File: config.mk
export PLATFORM = sky130hd
export DESIGN_NAME = sbd_divider
export DESIGN_NICKNAME = d
export VERILOG_FILES = /design/src/include/sbd_pkg.sv /design/src/rtl/sbd_stage.sv /design/src/rtl/sbd_divider.sv
export SDC_FILE = /design/constraint.sdc
export NUM_CORES = 1
export LEC_CHECK = 0
export BUFFER_PORTS_ARGS = -buffer_cell sky130_fd_sc_hd__buf_2
export CAP_MARGIN = 20
export CORE_MARGIN = 10
export CORE_UTILIZATION = 58
export DETAILED_ROUTE_END_ITERATION = 16
export PLACE_DENSITY = 0.88
export SLEW_MARGIN = 10
export SYNTH_ARGS = -nofsm -noshare
export SYNTH_HDL_FRONTEND = slang
export SYNTH_SLANG_ARGS = --single-unit
File: constraint.sdc
create_clock -name core_clk -period 3.15 [get_ports core_clk]
set_input_delay 0.315 -clock core_clk [delete_from_list [all_inputs] [get_ports core_clk]]
set_output_delay 0.315 -clock core_clk [all_outputs]
set_load 0.02 [all_outputs]
File: src/include/sbd_pkg.sv
// Shared constants and types for the sequential binary divider.
// Assumes a 32-bit Avalon-MM slave port with byte addresses.
`default_nettype none

package sbd_pkg;

   // Default operand widths
   localparam int SBD_WIDTH = 8;
   localparam int SBD_EXP_W = 8;

   // Bus geometry
   localparam int SBD_ADDR_W = 5;
   localparam int SBD_DATA_W = 32;

   // Register byte offsets
   localparam logic [SBD_ADDR_W-1:0] SBD_OFS_CTRL   = 5'h00;
   localparam logic [SBD_ADDR_W-1:0] SBD_OFS_OPER   = 5'h04;
   localparam logic [SBD_ADDR_W-1:0] SBD_OFS_EXP    = 5'h08;
   localparam logic [SBD_ADDR_W-1:0] SBD_OFS_STATUS = 5'h0c;
   localparam logic [SBD_ADDR_W-1:0] SBD_OFS_QUOT   = 5'h10;
   localparam logic [SBD_ADDR_W-1:0] SBD_OFS_REM    = 5'h14;
   localparam logic [SBD_ADDR_W-1:0] SBD_OFS_FLOAT  = 5'h18;

   // Field widths and positions
   localparam int SBD_CTRL_W      = 5;
   localparam int SBD_EXP_Y_POS   = 8;
   localparam int SBD_ST_COUNT_W  = 8;

   // Rounding modes of the shifted-in dividend bits
   localparam logic [1:0] SBD_RND_NONE      = 2'h0;
   localparam logic [1:0] SBD_RND_ONE_ZEROS = 2'h1;
   localparam logic [1:0] SBD_RND_ZERO_ONES = 2'h2;

   // Control word: bit 0 load, 1 float, 3:2 rounding, 4 serial source
   typedef struct packed {
      logic       serial_src;
      logic [1:0] round_mode;
      logic       float_en;
      logic       load;
   } sbd_ctrl_t;

   // Status word: step count in 15:8, flags in 3:0
   typedef struct packed {
      logic [SBD_ST_COUNT_W-1:0] step_count;
      logic [3:0]                zero_pad;
      logic                      rem_valid;
      logic                      div_by_zero;
      logic                      done;
      logic                      busy;
   } sbd_status_t;

   // Reset values
   localparam sbd_ctrl_t SBD_CTRL_RST = '0;

   // Sequencer states
   typedef enum logic [1:0] {
      SBD_IDLE,
      SBD_JOINT,
      SBD_DALIGN,
      SBD_DIVIDE
   } sbd_state_t;

endpackage

`default_nettype wire

File: src/rtl/sbd_stage.sv
// Subtractor and divisor leading-zero encoder of the divider.
// Purely combinational; the sequencer registers its results.
`default_nettype none
`timescale 1ns/100ps

module sbd_stage
   import sbd_pkg::*;
#(
   parameter int W  = SBD_WIDTH,
   parameter int CW = 4
)(
   // Operands
   input  wire logic [W:0]    x,
   input  wire logic [W-1:0]  y,
   // Results
   output logic      [W-1:0]  diff,
   output logic               ge,
   output logic               y_zero,
   output logic      [CW-1:0] preset
);

   logic [W+1:0]  sum;
   logic [CW-1:0] lz;

   // Inverted divisor plus forced carry in
   assign sum    = {1'b0, x} + {2'b11, ~y} + (W+2)'(1);
   assign ge     = ~sum[W+1];
   assign diff   = sum[W-1:0];
   assign y_zero = (y == '0);

   // Highest set divisor bit wins
   always_comb begin
      lz = CW'(W);
      for (int i = 0; i < W; i++) begin
         if (y[i]) begin
            lz = CW'(W - 1 - i);
         end
      end
   end

   assign preset = CW'(W - 1) - lz;

endmodule

`default_nettype wire

File: src/rtl/sbd_divider.sv
// Sequential shift and subtract binary divider with Avalon-MM registers.
// Assumes a same-clock host issuing requests and serial operand bits.
//
// Contract
// - Load captures operands, clears counter and quotient, sets both flops.
// - Shift dividend and divisor together until either top bit is one.
// - Preset counter from divisor leading zeros, then clear completion flop.
// - Operands are 8 bits; quotient is 16 bits, point in the middle.
// - Divisor alone shifts until its top bit is one; counter holds.
// - Each step subtracts; a smaller dividend is merely shifted.
// - Otherwise load shifted difference and set the addressed quotient bit.
// - Counter increments every step; loop ends at terminal count 15.
// - Completion flop sets at loop end; quotient then valid.
// - A ninth dividend bit lets a dividend with bit 7 set shift.
// - Subtract by adding inverted divisor with carry in; drop top bit.
// - Zero divisor raises divide-by-zero and never raises completion.
// - No rounding by default; exact quotient plus remainder.
// - Optional one-then-zeros or zero-then-ones fill rounds; remainder invalid.
// - Wider variant widens data paths; counter gains one bit only.
// - Serial variant loads operands and emits quotient bits serially.
// - Float mode skips encoding, presets seven, divides at once.
// - Float mode subtracts exponents, nine-bit quotient, normalising shift.
`default_nettype none
`timescale 1ns/100ps

module sbd_divider
   import sbd_pkg::*;
#(
   parameter int W  = SBD_WIDTH,
   parameter int EW = SBD_EXP_W
)(
   // Clock and reset
   input  wire logic                  core_clk,
   input  wire logic                  rst_b,
   // Avalon-MM slave
   input  wire logic [SBD_ADDR_W-1:0] avs_address,
   input  wire logic                  avs_read,
   input  wire logic                  avs_write,
   input  wire logic [SBD_DATA_W-1:0] avs_writedata,
   output logic      [SBD_DATA_W-1:0] avs_readdata,
   output logic                       avs_waitrequest,
   // Serial operand input
   input  wire logic                  ser_valid,
   input  wire logic                  ser_dividend_bit,
   input  wire logic                  ser_divisor_bit,
   // Serial quotient output
   output logic                       q_ser_bit,
   output logic                       q_ser_valid,
   // Results
   output logic      [2*W-1:0]        quotient,
   output logic      [W:0]            remainder,
   output logic                       done,
   output logic                       div_by_zero,
   output logic                       busy
);

   localparam int             CW         = $clog2(2 * W);
   localparam logic [CW-1:0]  TC         = CW'(2 * W - 1);
   localparam logic [CW-1:0]  PRESET_FP  = CW'(W - 1);

   // Bus handshake
   logic                  ack_q;
   logic [SBD_DATA_W-1:0] rdata_q;
   wire                   req     = avs_read | avs_write;
   wire                   wr_ack  = avs_write & ack_q;
   wire                   rd_take = avs_read & ~ack_q;

   // Software visible staging registers and serial operand shift registers
   sbd_ctrl_t       ctrl_q;
   logic [W-1:0]    op_x_q;
   logic [W-1:0]    op_y_q;
   logic [EW-1:0]   exp_x_q;
   logic [EW-1:0]   exp_y_q;
   logic [W-1:0]    ser_x_q;
   logic [W-1:0]    ser_y_q;

   // Datapath and sequencer
   sbd_state_t      state_q,  state_d;
   sbd_ctrl_t       cfg_q,    cfg_d;
   logic [W:0]      x_q,      x_d;
   logic [W-1:0]    y_q,      y_d;
   logic [CW-1:0]   cnt_q,    cnt_d;
   logic [2*W-1:0]  q_q,      q_d;
   logic            cff_q,    cff_d;
   logic            align_q,  align_d;
   logic            dbz_q,    dbz_d;
   logic            first_q,  first_d;
   logic            qsb_q,    qsb_d;
   logic            qsv_q,    qsv_d;
   logic [W-1:0]    fman_q,   fman_d;
   logic [EW-1:0]   fexp_q,   fexp_d;

   // Stage results
   logic [W-1:0]    diff;
   logic            ge;
   logic            y_zero;
   logic [CW-1:0]   preset;

   // Address decode
   wire sel_ctrl   = (avs_address == SBD_OFS_CTRL);
   wire sel_oper   = (avs_address == SBD_OFS_OPER);
   wire sel_exp    = (avs_address == SBD_OFS_EXP);
   wire sel_status = (avs_address == SBD_OFS_STATUS);
   wire sel_quot   = (avs_address == SBD_OFS_QUOT);
   wire sel_rem    = (avs_address == SBD_OFS_REM);
   wire sel_float  = (avs_address == SBD_OFS_FLOAT);

   // Control write decode
   sbd_ctrl_t wr_cfg;
   assign wr_cfg = sbd_ctrl_t'(avs_writedata[SBD_CTRL_W-1:0]);

   wire load_pulse = wr_ack & sel_ctrl & wr_cfg.load;

   // Operand source for load
   wire [W-1:0] ld_x = wr_cfg.serial_src ? ser_x_q : op_x_q;
   wire [W-1:0] ld_y = wr_cfg.serial_src ? ser_y_q : op_y_q;

   // Dividend fill bit for rounding
   wire rnd_bit = (cfg_q.round_mode == SBD_RND_ONE_ZEROS) ?  first_q :
                  (cfg_q.round_mode == SBD_RND_ZERO_ONES) ? ~first_q :
                  1'b0;

   wire rem_valid = (cfg_q.round_mode == SBD_RND_NONE);

   // Quotient bit addressed by the step counter
   wire [CW-1:0]  q_idx = TC - cnt_q;
   wire [2*W-1:0] q_fin = q_q | (2*W)'(ge);
   wire           q_int = q_fin[W];

   // Status word
   sbd_status_t status_w;
   assign status_w = '{step_count:  SBD_ST_COUNT_W'(cnt_q),
                       zero_pad:    4'h0,
                       rem_valid:   rem_valid,
                       div_by_zero: dbz_q,
                       done:        done,
                       busy:        busy};

   // Read data selection; unmapped reads return zero
   wire [SBD_DATA_W-1:0] rd_mux =
      sel_ctrl   ? SBD_DATA_W'(ctrl_q)                          :
      sel_oper   ? SBD_DATA_W'({op_y_q, op_x_q})                :
      sel_exp    ? (SBD_DATA_W'(exp_y_q) << SBD_EXP_Y_POS) |
                   SBD_DATA_W'(exp_x_q)                         :
      sel_status ? SBD_DATA_W'(status_w)                        :
      sel_quot   ? SBD_DATA_W'(q_q)                             :
      sel_rem    ? SBD_DATA_W'(x_q)                             :
      sel_float  ? SBD_DATA_W'({fexp_q, fman_q})                :
      SBD_DATA_W'(0);

   assign avs_waitrequest = req & ~ack_q;
   assign avs_readdata    = rdata_q;

   sbd_stage #(
      .W  (W),
      .CW (CW)
   ) u_stage (
      .x      (x_q),
      .y      (y_q),
      .diff   (diff),
      .ge     (ge),
      .y_zero (y_zero),
      .preset (preset)
   );

   // Sequencer next state
   always_comb begin
      state_d = state_q;
      cfg_d   = cfg_q;
      x_d     = x_q;
      y_d     = y_q;
      cnt_d   = cnt_q;
      q_d     = q_q;
      cff_d   = cff_q;
      align_d = align_q;
      dbz_d   = dbz_q;
      first_d = first_q;
      qsb_d   = qsb_q;
      qsv_d   = 1'b0;
      fman_d  = fman_q;
      fexp_d  = fexp_q;
      if (load_pulse) begin
         cfg_d   = wr_cfg;
         x_d     = {1'b0, ld_x};
         y_d     = ld_y;
         cnt_d   = '0;
         q_d     = '0;
         cff_d   = 1'b1;
         align_d = 1'b1;
         dbz_d   = 1'b0;
         first_d = 1'b1;
         fexp_d  = exp_x_q - exp_y_q;
         if (wr_cfg.float_en) begin
            cnt_d   = PRESET_FP;
            cff_d   = 1'b0;
            align_d = 1'b0;
            state_d = SBD_DIVIDE;
         end else begin
            state_d = SBD_JOINT;
         end
      end else begin
         unique case (state_q)
            SBD_IDLE: begin
            end
            SBD_JOINT: begin
               if (y_zero) begin
                  dbz_d   = 1'b1;
                  cff_d   = 1'b0;
                  align_d = 1'b0;
                  state_d = SBD_IDLE;
               end else if (x_q[W-1] | y_q[W-1]) begin
                  cnt_d   = preset;
                  cff_d   = 1'b0;
                  align_d = 1'b0;
                  state_d = y_q[W-1] ? SBD_DIVIDE : SBD_DALIGN;
               end else begin
                  x_d = {x_q[W-1:0], 1'b0};
                  y_d = {y_q[W-2:0], 1'b0};
               end
            end
            SBD_DALIGN: begin
               y_d = {y_q[W-2:0], 1'b0};
               if (y_q[W-2]) begin
                  state_d = SBD_DIVIDE;
               end
            end
            SBD_DIVIDE: begin
               if (y_zero) begin
                  dbz_d   = 1'b1;
                  state_d = SBD_IDLE;
               end else begin
                  if (ge) begin
                     x_d        = {diff, rnd_bit};
                     q_d[q_idx] = 1'b1;
                  end else begin
                     x_d = {x_q[W-1:0], rnd_bit};
                  end
                  qsb_d   = ge;
                  qsv_d   = 1'b1;
                  first_d = 1'b0;
                  if (cnt_q == TC) begin
                     cff_d   = 1'b1;
                     state_d = SBD_IDLE;
                     if (cfg_q.float_en) begin
                        fman_d = q_int ? q_fin[W:1] : q_fin[W-1:0];
                        fexp_d = fexp_q + EW'(q_int);
                     end
                  end else begin
                     cnt_d = cnt_q + CW'(1);
                  end
               end
            end
         endcase
      end
   end

   // Bus handshake: one wait state, read data registered
   always_ff @(posedge core_clk or negedge rst_b) begin
      if (!rst_b) begin
         ack_q   <= 1'b0;
         rdata_q <= '0;
      end else begin
         ack_q <= req & ~ack_q;
         if (rd_take) begin
            rdata_q <= rd_mux;
         end
      end
   end

   // Staging register writes
   always_ff @(posedge core_clk or negedge rst_b) begin
      if (!rst_b) begin
         ctrl_q  <= SBD_CTRL_RST;
         op_x_q  <= '0;
         op_y_q  <= '0;
         exp_x_q <= '0;
         exp_y_q <= '0;
      end else if (wr_ack) begin
         if (sel_ctrl) begin
            ctrl_q      <= wr_cfg;
            ctrl_q.load <= 1'b0;
         end
         if (sel_oper) begin
            op_x_q <= avs_writedata[W-1:0];
            op_y_q <= avs_writedata[2*W-1:W];
         end
         if (sel_exp) begin
            exp_x_q <= avs_writedata[EW-1:0];
            exp_y_q <= avs_writedata[SBD_EXP_Y_POS +: EW];
         end
      end
   end

   // Serial operand shift-in, most significant bit first
   always_ff @(posedge core_clk or negedge rst_b) begin
      if (!rst_b) begin
         ser_x_q <= '0;
         ser_y_q <= '0;
      end else if (ser_valid) begin
         ser_x_q <= {ser_x_q[W-2:0], ser_dividend_bit};
         ser_y_q <= {ser_y_q[W-2:0], ser_divisor_bit};
      end
   end

   // Sequencer registers
   always_ff @(posedge core_clk or negedge rst_b) begin
      if (!rst_b) begin
         state_q <= SBD_IDLE;
         cfg_q   <= SBD_CTRL_RST;
         x_q     <= '0;
         y_q     <= '0;
         cnt_q   <= '0;
         q_q     <= '0;
         cff_q   <= 1'b0;
         align_q <= 1'b0;
         dbz_q   <= 1'b0;
         first_q <= 1'b0;
         qsb_q   <= 1'b0;
         qsv_q   <= 1'b0;
         fman_q  <= '0;
         fexp_q  <= '0;
      end else begin
         state_q <= state_d;
         cfg_q   <= cfg_d;
         x_q     <= x_d;
         y_q     <= y_d;
         cnt_q   <= cnt_d;
         q_q     <= q_d;
         cff_q   <= cff_d;
         align_q <= align_d;
         dbz_q   <= dbz_d;
         first_q <= first_d;
         qsb_q   <= qsb_d;
         qsv_q   <= qsv_d;
         fman_q  <= fman_d;
         fexp_q  <= fexp_d;
      end
   end

   // Completion hidden while alignment flop is set
   assign done        = cff_q & ~align_q;
   assign div_by_zero = dbz_q;
   assign busy        = (state_q != SBD_IDLE);
   assign quotient    = q_q;
   assign remainder   = x_q;
   assign q_ser_bit   = qsb_q;
   assign q_ser_valid = qsv_q;

endmodule

`default_nettype wire

==> run_results.csv, run 1 <==
group,metric,value,unit
die,io_pins,107,
worst_setup_path,start_kind,"flop",
sta,min_period_over_period,79.7,%
clock_tree,clock_path_buffers,2,
place,dp_hpwl,14700,um
logic_synthesis,yosysWarnings,0,
clock_tree,clk_root_buffer_cell,"clkbuf_16",
sta,fin_crit,2.51,ns
worst_setup_path,worst-path-max-fanout,6,
drt,avgViaCountPerCell,6.34,
clock_tree,cts_resized,0,
logic_synthesis,ys.flop_type,"dfrtp_1",
die,die-area,0.0176,sq mm
sta,drv_slew,0,
worst_setup_path,cp_data_required_time,3.45,ns
logic_synthesis,async_reset_ff_share,100,%
final_layout,nNetsFinal,864,
sta,setup_viol,0,
clock_tree,post_cts_buffers,0,
drt,wl,20500,um
die,start_util,58.6,%
sta,fmax,398,MHz
worst_hold_path,hold_path.class,"in -> reg",
logic_synthesis,synth_top_area_share,45.4,%
die,fp.dieH,132,um
die,fp.coreArea,0.0125,sq mm
sta,finalClockSkew,0.0126,ns
worst_setup_path,critical-path-top-delay-family,"compound AO/OA/AOI/OAI gates",
clock_tree,cts-htree-levels,4,
logic_synthesis,syn_area,0.00734,sq mm
final_layout,antenna_cells_inserted,0,
power_and_ir_drop,vdd_ir_drop_max,0.000472,V
clock_tree,clk_latency,0.43,ns
clock_tree,numCtsBuffers,17,
worst_setup_path,end_kind,"flop",
worst_setup_path,worstSetupPathType,"reg -> reg",
final_layout,final_cell_mix,"dfrtp_1 (133), nand2_1 (78), buf_2 (73), o21ai_0 (51), mux2_2 (46)",
place,portBuffers,74,
logic_synthesis,ys_top_cells_by_area,"dfrtp_1 (45%), mux2_2 (7.1%), mux2i_1 (5.7%)",
global_route,overflow,0,
sta,tns,0,ns
sta,worst_pin_slew,0.890,ns
drt,routed-via-count,6216,
power_and_ir_drop,power_density,794,mW/mm^2
logic_synthesis,yosys.area.top_type,"dfrtp_1",
clock_tree,clkSlewWorstSetupHoldPaths,0.06,ns
logic_synthesis,synth_seq_cells,133,
run,maxCapViolCount,0,
clock_tree,cts_tree,"done",
global_route,antenna_found_initial,2,
drt,drc,0,
die,die_w,132,um
drt,drt_iter0_markers,774,
sta,slew_headroom,40.2,%
drt,wl_per_cell,20.9,um
logic_synthesis,synth_cell_types,66,
logic_synthesis,netlist_instances,726,
sta,whs,0.114,ns
sta,grt_setup_unrepaired,"false",
logic_synthesis,synth-edff-count,0,
final_layout,final_common_cell,"dfrtp_1",
clock_tree,clkSinkCount,133,
die,rows,41,
worst_setup_path,crit_chain,"inv_1 -> ha_1 -> nor2b_1 -> o31a_2 -> nor2_1 -> o31ai_2 -> buf_4 -> mux2i_1 -> a21oi_1",
worst_setup_path,critPathArrivalTime,2.81,ns
power_and_ir_drop,p_leak,3.91,nW
global_route,grt.total_usage,23.2,%
global_route,grt_pass1_wl,32900,um
drt,dr.pass1.iters,6,
final_layout,layout-drive-gt1-share,22.4,%
logic_synthesis,ys_seq_area_share,45.4,%
drt,ant_nets,0,
logic_synthesis,avgSynthCellArea,10.1,sq um
global_route,grt_start_max_net_pins,83,
worst_setup_path,reg2reg_slack,0.64,ns
worst_setup_path,cp_slowest_cell,"o31ai_2",
global_route,grt_pass1_vias,6142,
worst_setup_path,max_stage_delay,0.55,ns
place,gp_congestion,0.944,
sta,hold_viol_final,0,
worst_setup_path,path_buf_inv,2,
run_status,status,"finished clean",
final_layout,area_delta_synth_final,14.5,%
## cell type report
| type | instances | area, sq um |
|---|---|---|
| clock inverter | 12 | 105 |
| sequential | 133 | 3330 |
| clock buffer | 19 | 443 |
| multi-input combinational | 523 | 3680 |
| timing repair buffer | 90 | 512 |
| tap | 172 | 215 |
| fill | 960 | 4120 |
| inverter | 31 | 116 |
## report_power, final
group | switching, W | total [W] | internal (W)
Sequential | 0.000520 | 0.00258 | 0.00206
Clock | 0.000758 | 0.00186 | 0.00110
Combinational | 0.00130 | 0.00223 | 0.000929
Total | 0.00258 | 0.00667 | 0.00409
## synthesized netlist by cell type, types with 6 or more instances
cell,n
nor2b_1,17
clkbuf_1,27
mux2_2,46
dfrtp_1,133
xor2_1,13
mux2i_1,42
a222oi_1,8
mux2_1,7
buf_2,10
o21ai_0,51
nor3_1,6
a211oi_1,12
nand2_1,78
buf_4,16
a221oi_1,6
a21oi_1,33
a32o_1,13
nor2_1,43
ha_1,22
inv_1,30
a31oi_1,9
nand3_1,17
## metal layers
metal | up-vias | wire (um) | share of wire (%) | GRT usage [%]
met2 | 382 | 9350 | 46 | 35.7
met5 | - | 21 | 0.10 | 0
met3 | 79 | 2060 | 10 | 5.68
met4 | 4 | 864 | 4.2 | 12.3
met1 | 3015 | 8170 | 40 | 29.6
li1 | 2736 | - | - | -
## worst paths after layout
path / from / end / depth (start not counted)
max: y_q[1]$_DFFE_PN0P_ / remainder[4]$_DFFE_PN0P_ / 9
min: avs_writedata[15] / exp_y_q[7]$_DFFE_PN0P_ / 2
max reg2reg: y_q[1]$_DFFE_PN0P_ / remainder[4]$_DFFE_PN0P_ / 9
min reg2reg: avs_readdata[13]$_DFFE_PN0P_ / avs_readdata[13]$_DFFE_PN0P_ / 2
max in group asynchronous: rst_b / avs_readdata[11]$_DFFE_PN0P_ / 3
min in group asynchronous: rst_b / remainder[6]$_DFFE_PN0P_ / 2
## through the flow
step           instances  area, sq um  util [%]  setup slack, ns  total power [W]
2_1_floorplan        741         7390         -            0.839          0.00404
3_3_place_gp         948         7840      62.6            0.468          0.00468
3_5_place_dp         948         7840      62.6            0.412          0.00476
4_1_cts              980         8400      67.1            0.686          0.00665
5_1_grt              980         8400      67.1            0.478          0.00699
6_report             980         8400      67.1            0.639          0.00667
## flip-flops by register name (all words and copies together) (netlist names), 8 cells and up
name,count
remainder,9
exp_x_q,8
avs_readdata,16
op_y_q,8
exp_y_q,8
ser_x_q,8
fman_q,8
fexp_q,8
quotient,16
ser_y_q,8
y_q,8
op_x_q,8
## worst register-to-register path: cells and delay by family (launching register included)
kind / cells / cell delay [ns]
AO/OA/AOI/OAI: 3 / 0.84
flip-flops: 1 / 0.45
buffers and inverters: 2 / 0.36
adder cells (fa/ha/maj): 1 / 0.28
AND/OR/NAND/NOR: 2 / 0.24
multiplexers: 1 / 0.21
## cell families after synthesis
kind of cell / after synthesis / synth area share, %
xor gates and xnor gates: 18 / 2.15
buffers and inverters: 85 / 5.35
and+or+nand+nor: 190 / 12.2
adders and majority gates: 24 / 4.30
other: 1 / 0.0511
AOI/OAI and AO/OA: 180 / 16.7
DFF: 133 / 45.4
muxes: 95 / 13.9
## what timing repair did
item	4_1_cts	5_1_grt
hold endpoints to repair	81	0
endpoints found under the setup margin	0	0
hold buffers	1	0
Power figures use the tool's default switching activity.
==> run 2, diff against run 1 <==
--- a/config.mk
+++ b/config.mk
@@ -5,12 +5,13 @@
 export SDC_FILE = /design/constraint.sdc
 export NUM_CORES = 1
 export LEC_CHECK = 0
+export ABC_AREA = 1
 export BUFFER_PORTS_ARGS = -buffer_cell sky130_fd_sc_hd__buf_2
 export CAP_MARGIN = 20
 export CORE_MARGIN = 10
-export CORE_UTILIZATION = 58
+export CORE_UTILIZATION = 53
 export DETAILED_ROUTE_END_ITERATION = 16
-export PLACE_DENSITY = 0.88
+export PLACE_DENSITY = 0.84
 export SLEW_MARGIN = 10
 export SYNTH_ARGS = -nofsm -noshare
 export SYNTH_HDL_FRONTEND = slang
==> constraint.sdc (replaced) <==
create_clock -name core_clk -period 2 [get_ports core_clk]
set_input_delay 0.2 -clock core_clk [delete_from_list [all_inputs] [get_ports core_clk]]
set_output_delay 0.2 -clock core_clk [all_outputs]
set_load 0.02 [all_outputs]
==> run_results.csv, run 2 <==
group,metric,value,unit
logic_synthesis,async_reset_ff_share,100,%
run_status,status,"finished clean",
drt,avgViaCountPerCell,5.50,
drt,wl,22700,um
worst_setup_path,cp_data_required_time,2.29,ns
logic_synthesis,ys_top_cells_by_area,"dfrtp_1 (43%), nand2_1 (15%), o21ai_0 (6.7%)",
clock_tree,clock_path_buffers,2,
final_layout,antenna_cells_inserted,0,
global_route,grt_pass1_vias,6930,
worst_setup_path,end_kind,"flop",
run,maxCapViolCount,0,
final_layout,layout-drive-gt1-share,17.4,%
logic_synthesis,muxShareOfSynthArea,0.512,%
logic_synthesis,synth_fa_ha_area_share,4.03,%
global_route,overflow,0,
logic_synthesis,synth_top_family_by_area,"simple AND/OR/NAND/NOR gates",
sta,slew_headroom,46.2,%
die,die_w,141,um
clock_tree,clkSlewWorstSetupHoldPaths,0.06,ns
logic_synthesis,yosysWarnings,0,
place,dp_hpwl,16700,um
drt,dr.pass1.iters,5,
die,fp.coreArea,0.0145,sq mm
logic_synthesis,synth_common_cells,"nand2_1 (319), inv_1 (137), dfrtp_1 (133)",
logic_synthesis,synth_seq_cells,133,
sta,grt_setup_unrepaired,"true",
logic_synthesis,synth_top_area_share,42.6,%
clock_tree,clkSinkCount,133,
die,start_util,54.0,%
final_layout,final_cell_mix,"nand2_1 (315), inv_1 (135), dfrtp_1 (133), o21ai_0 (105), nand3_1 (76)",
place,portBuffers,74,
drt,ant_nets,0,
sta,drv_slew,0,
place,post_dp_cell_area,0.00851,sq mm
drt,drt_iter0_markers,930,
global_route,grt.total_usage,22.2,%
power_and_ir_drop,p_leak,4.83,nW
clock_tree,numCtsBuffers,17,
sta,setup_viol,0,
logic_synthesis,avgSynthCellArea,7.42,sq um
clock_tree,clk_root_buffer_cell,"clkbuf_16",
sta,min_period_over_period,96.6,%
power_and_ir_drop,vdd_ir_drop_max,0.000807,V
worst_setup_path,critPathArrivalTime,2.22,ns
die,rows,44,
logic_synthesis,ys_seq_area_share,42.6,%
final_layout,final_util,64.0,%
clock_tree,clk_latency,0.43,ns
logic_synthesis,yosys.area_share.simple,26.8,%
worst_hold_path,hold_path.class,"in -> reg",
global_route,antenna_found_initial,0,
logic_synthesis,synth-edff-count,0,
final_layout,final_common_cell,"nand2_1",
place,gp_congestion,1.03,
clock_tree,cts-htree-levels,4,
logic_synthesis,synth_compound_area_share,14.1,%
drt,drc,0,
logic_synthesis,synth_xor_area_share,1.12,%
sta,fin_crit,1.93,ns
logic_synthesis,syn_area,0.00782,sq mm
drt,wl_per_cell,16.7,um
die,io_pins,107,
sta,finalClockSkew,0.00780,ns
die,fp.dieH,141,um
sta,hold_viol_final,0,
sta,fmax,518,MHz
logic_synthesis,yosysMostFrequentCell,"nand2_1",
clock_tree,cts_tree,"done",
logic_synthesis,netlist_instances,1054,
power_and_ir_drop,power_density,1230,mW/mm^2
final_layout,area_delta_synth_final,18.5,%
worst_setup_path,start_kind,"flop",
logic_synthesis,ys.flop_type,"dfrtp_1",
worst_setup_path,worstSetupPathType,"reg -> reg",
logic_synthesis,synth_cell_types,40,
sta,whs,0.0387,ns
final_layout,fin_area,0.00927,sq mm
logic_synthesis,yosys.area.top_type,"dfrtp_1",
worst_setup_path,worst-path-max-fanout,11,
final_layout,nNetsFinal,1230,
drt,routed-via-count,7473,
die,die-area,0.0200,sq mm
sta,worst_pin_slew,0.807,ns
global_route,grt_pass1_wl,35700,um
global_route,grt_start_max_net_pins,134,
-- run 2: cell count changes after synthesis, sizes merged, moves of 18 or more --
| cell | before | now |
|---|---|---|
| inv | 31 | 139 |
| mux2 | 53 | 0 |
| o21ai | 56 | 121 |
| nand3 | 18 | 81 |
| mux2i | 42 | 4 |
| nand2 | 78 | 324 |
| a21oi | 34 | 52 |
-- run 2: logic make-up (layout without fill, tap and decap cells) --
group,after synthesis,after routing
multiplexers,4,4
flip-flops,133,133
AO/OA/AOI/OAI,201,201
adder cells (fa/ha/maj),24,24
other,1,16
buffers and inverters,190,296
AND/OR/NAND/NOR,491,491
XOR/XNOR,10,10
-- run 2: through the flow --
step	setup TNS, ns	instances	setup slack, ns	total power [W]
2_1_floorplan	0	1069	0.0993	0.00640
3_3_place_gp	0	1322	0.100	0.00776
3_5_place_dp	0	1322	0.0286	0.00788
4_1_cts	0	1357	0.00535	0.0112
5_1_grt	-0.361	1359	-0.0344	0.0122
6_report	0	1359	0.0682	0.0114
-- run 2: timing repair --
action,4_1_cts,5_1_grt
hold buffers,3,0
gates resized for setup,0,17
setup buffers,0,2
endpoints found under the setup margin,0,32
endpoints found under the hold margin,135,0
-- run 2: critical path, stage by stage (launching register included) --
cell and delay, ns:
dfrtp_1 0.40, inv_1 0.18, ha_4 0.24, nand2_2 0.09, inv_1 0.05, nand2_2 0.08, nand2_1 0.05, nand2_1 0.09
nand3_4 0.10, nand2_1 0.33, o21ai_0 0.16
-- run 2: power breakdown --
part / switching [W] / internal [W]
logic: 0.00290 / 0.00175
clock network: 0.00124 / 0.00200
registers: 0.000397 / 0.00315
-- run 2: worst paths after layout --
path | from | to | slack (ns) | depth (start not counted)
max | y_q[3]$_DFFE_PN0P_ | quotient[14]$_DFFE_PN0P_ | 0.07 | 10
min | avs_writedata[13] | exp_y_q[5]$_DFFE_PN0P_ | 0.04 | 3
max reg2reg | y_q[3]$_DFFE_PN0P_ | quotient[14]$_DFFE_PN0P_ | 0.07 | 10
min reg2reg | ack_q$_DFF_PN0_ | ack_q$_DFF_PN0_ | 0.47 | 1
max in group asynchronous | rst_b | op_y_q[5]$_DFFE_PN0P_ | 0.96 | 3
min in group asynchronous | rst_b | fman_q[5]$_DFFE_PN0P_ | 0.36 | 3
-- run 2: layer usage --
metal	vias to the layer above	routed length [um]	global-route usage (%)
met1	3486	9590	29.2
met2	365	10400	33.9
met5	-	0	0
met4	0	645	8.23
li1	3576	-	-
met3	46	2130	6.74
-- run 2: layout make-up --
type	count	area (sq um)
Tap cell	184	230
Sequential cell	133	3330
Multi-Input combinational cell	746	3790
Fill cell	1251	5210
Inverter	140	526
Clock inverter	14	175
Clock buffer	18	439
Timing Repair Buffer	124	776
==> run 3, diff against run 2 <==
--- a/config.mk
+++ b/config.mk
@@ -8,8 +8,8 @@
 export ABC_AREA = 1
 export BUFFER_PORTS_ARGS = -buffer_cell sky130_fd_sc_hd__buf_2
 export CAP_MARGIN = 20
-export CORE_MARGIN = 10
 export CORE_UTILIZATION = 53
+export CTS_BUF_LIST = sky130_fd_sc_hd__clkbuf_8 sky130_fd_sc_hd__clkbuf_16
 export DETAILED_ROUTE_END_ITERATION = 16
 export PLACE_DENSITY = 0.84
 export SLEW_MARGIN = 10
==> constraint.sdc (replaced) <==
create_clock -name core_clk -period 2 [get_ports core_clk]
set_input_delay 0.2 -clock core_clk [delete_from_list [all_inputs] [get_ports core_clk]]
set_output_delay 0.2 -clock core_clk [all_outputs]
set_load 0.05 [all_outputs]
==> run_results.csv, run 3 (same netlist as run 2, synthesis figures left out) <==
group,metric,value,unit
final_layout,antenna_cells_inserted,0,
drt,wl_per_cell,16.3,um
worst_setup_path,rr_startpoint,"y_q[6]$_DFFE_PN0P_",
sta,fmax,516,MHz
sta,drv_slew,0,
worst_setup_path,start_kind,"flop",
power_and_ir_drop,vdd_ir_drop_max,0.000699,V
die,fp.dieH,123,um
power_and_ir_drop,power_density,1310,mW/mm^2
place,portBuffers,74,
final_layout,area_delta_synth_final,18.7,%
clock_tree,cts_tree,"done",
power_and_ir_drop,power,0.0121,W
clock_tree,clkSinkCount,133,
global_route,grt_pass1_wl,34900,um
die,start_util,54.0,%
worst_setup_path,critPathArrivalTime,2.28,ns
worst_setup_path,crit_chain,"inv_1 -> ha_1 -> nand2_1 -> nor2_1 -> nand3_1 -> nand3_4 -> buf_4 -> nand2_1 -> inv_2 -> nand3_1 -> a21oi_1",
sta,grt_setup_unrepaired,"true",
die,die-area,0.0152,sq mm
place,dp_hpwl,16300,um
worst_hold_path,hold_path.class,"in -> reg",
die,die_w,123,um
drt,ant_nets,0,
drt,routed-via-count,7543,
worst_setup_path,worstSetupPathType,"reg -> reg",
sta,finalClockSkew,0.0117,ns
worst_setup_path,cp_data_required_time,2.34,ns
worst_setup_path,end_kind,"flop",
global_route,grt_pass1_vias,6904,
worst_setup_path,max_stage_delay,0.38,ns
sta,hold_viol_final,0,
sta,fin_crit,1.94,ns
die,rows,44,
worst_setup_path,critical-path-top-delay-family,"simple AND/OR/NAND/NOR gates",
global_route,overflow,0,
final_layout,layout-drive-gt1-share,17.4,%
global_route,grt_start_max_net_pins,55,
drt,drc,0,
worst_setup_path,cp_slowest_cell,"dfrtp_1",
clock_tree,clkSlewWorstSetupHoldPaths,0.06,ns
worst_setup_path,r2r_cells,11,
drt,dr.pass1.iters,5,
sta,setup_viol,0,
clock_tree,clk_root_buffer_cell,"clkbuf_16",
drt,drt_iter0_markers,852,
clock_tree,clk_latency,0.43,ns
final_layout,nNetsFinal,1229,
worst_setup_path,reg2reg_slack,0.06,ns
worst_setup_path,cp-startpoint,"y_q[6]$_DFFE_PN0P_",
global_route,grt.total_usage,30.6,%
drt,wl,22100,um
place,post_dp_cell_area,0.00852,sq mm
run_status,status,"finished clean",
clock_tree,clock_path_buffers,2,
global_route,antenna_found_initial,0,
sta,min_period_over_period,96.8,%
worst_setup_path,path_buf_inv,3,
worst_setup_path,worst-path-max-fanout,6,
final_layout,final_common_cell,"nand2_1",
worst_setup_path,r2r_end,"quotient[2]$_DFFE_PN0P_",
clock_tree,numCtsBuffers,17,
die,fp.coreArea,0.0145,sq mm
die,io_pins,107,
final_layout,fin_area,0.00929,sq mm
power_and_ir_drop,p_leak,4.84,nW
worst_setup_path,path_depth,11,
clock_tree,cts-htree-levels,4,
final_layout,final_cell_mix,"nand2_1 (317), inv_1 (135), dfrtp_1 (128), o21ai_0 (105), nand3_1 (76)",
worst_setup_path,crit_path_end,"quotient[2]$_DFFE_PN0P_",
place,gp_congestion,0.973,
run,maxCapViolCount,0,
drt,avgViaCountPerCell,5.56,
run 3: what timing repair did:
action | in CTS | in global routing
resized for setup | 1 | 14
hold endpoints to repair | 35 | 0
hold buffers | 3 | 0
setup buffers | 0 | 2
setup endpoints to repair | 24 | 27
run 3: how the worst min path moves through the flow:
stage,start,slack (ns),endpoint,cells after the start
2_1_floorplan,rst_b,-0.1,ack_q$_DFF_PN0_,0
3_3_place_gp,rst_b,0.12,fman_q[1]$_DFFE_PN0P_,1
3_5_place_dp,rst_b,0.12,quotient[7]$_DFFE_PN0P_,1
4_1_cts,avs_writedata[1],0.02,align_q$_DFFE_PN0P_,2
5_1_grt,avs_writedata[1],0.04,align_q$_DFFE_PN0P_,2
6_report,avs_writedata[1],0.03,align_q$_DFFE_PN0P_,2
run 3: per-layer routing:
layer / GRT usage, % / share of wire, % / vias up
met5: 0 / 0 / -
met2: 46.5 / 46 / 399
li1: - / - / 3564
met1: 41.9 / 42 / 3527
met3: 6.13 / 8.6 / 53
met4: 14.2 / 3.8 / 0
run 3: worst register-to-register path: cells and delay by family, from the launching register on:
kind                       cells  cell delay, ns
adders and majority gates      1            0.33
AOI/OAI and AO/OA              1            0.15
DFF                            1            0.38
buffers and inverters          3            0.32
and+or+nand+nor                6            0.68
run 3: stage by stage:
stage          worst slack, ns  std cells  hold WS [ns]  TNS (ns)  utilization, %
2_1_floorplan          0.00159       1069       -0.0956         0               -
3_5_place_dp           -0.0379       1321         0.121    -0.229            58.9
4_1_cts                 0.0200       1354        0.0206         0            63.6
5_1_grt                -0.0253       1356        0.0447   -0.0592            64.1
3_3_place_gp           0.00328       1321         0.118         0            58.9
6_report                0.0632       1356        0.0334         0            64.1
run 3: cell type report:
| type | count | area (sq um) |
|---|---|---|
| Timing Repair Buffer | 123 | 777 |
| Sequential cell | 133 | 3330 |
| Clock inverter | 10 | 179 |
| Fill cell | 1204 | 5190 |
| Inverter | 140 | 526 |
| Tap cell | 184 | 230 |
| Clock buffer | 20 | 467 |
| Multi-Input combinational cell | 746 | 3770 |
run 3: power breakdown:
group / total, W / internal [W] / switching [W]
combinational: 0.00516 / 0.00172 / 0.00343
clock: 0.00345 / 0.00229 / 0.00117
sequential: 0.00352 / 0.00316 / 0.000363
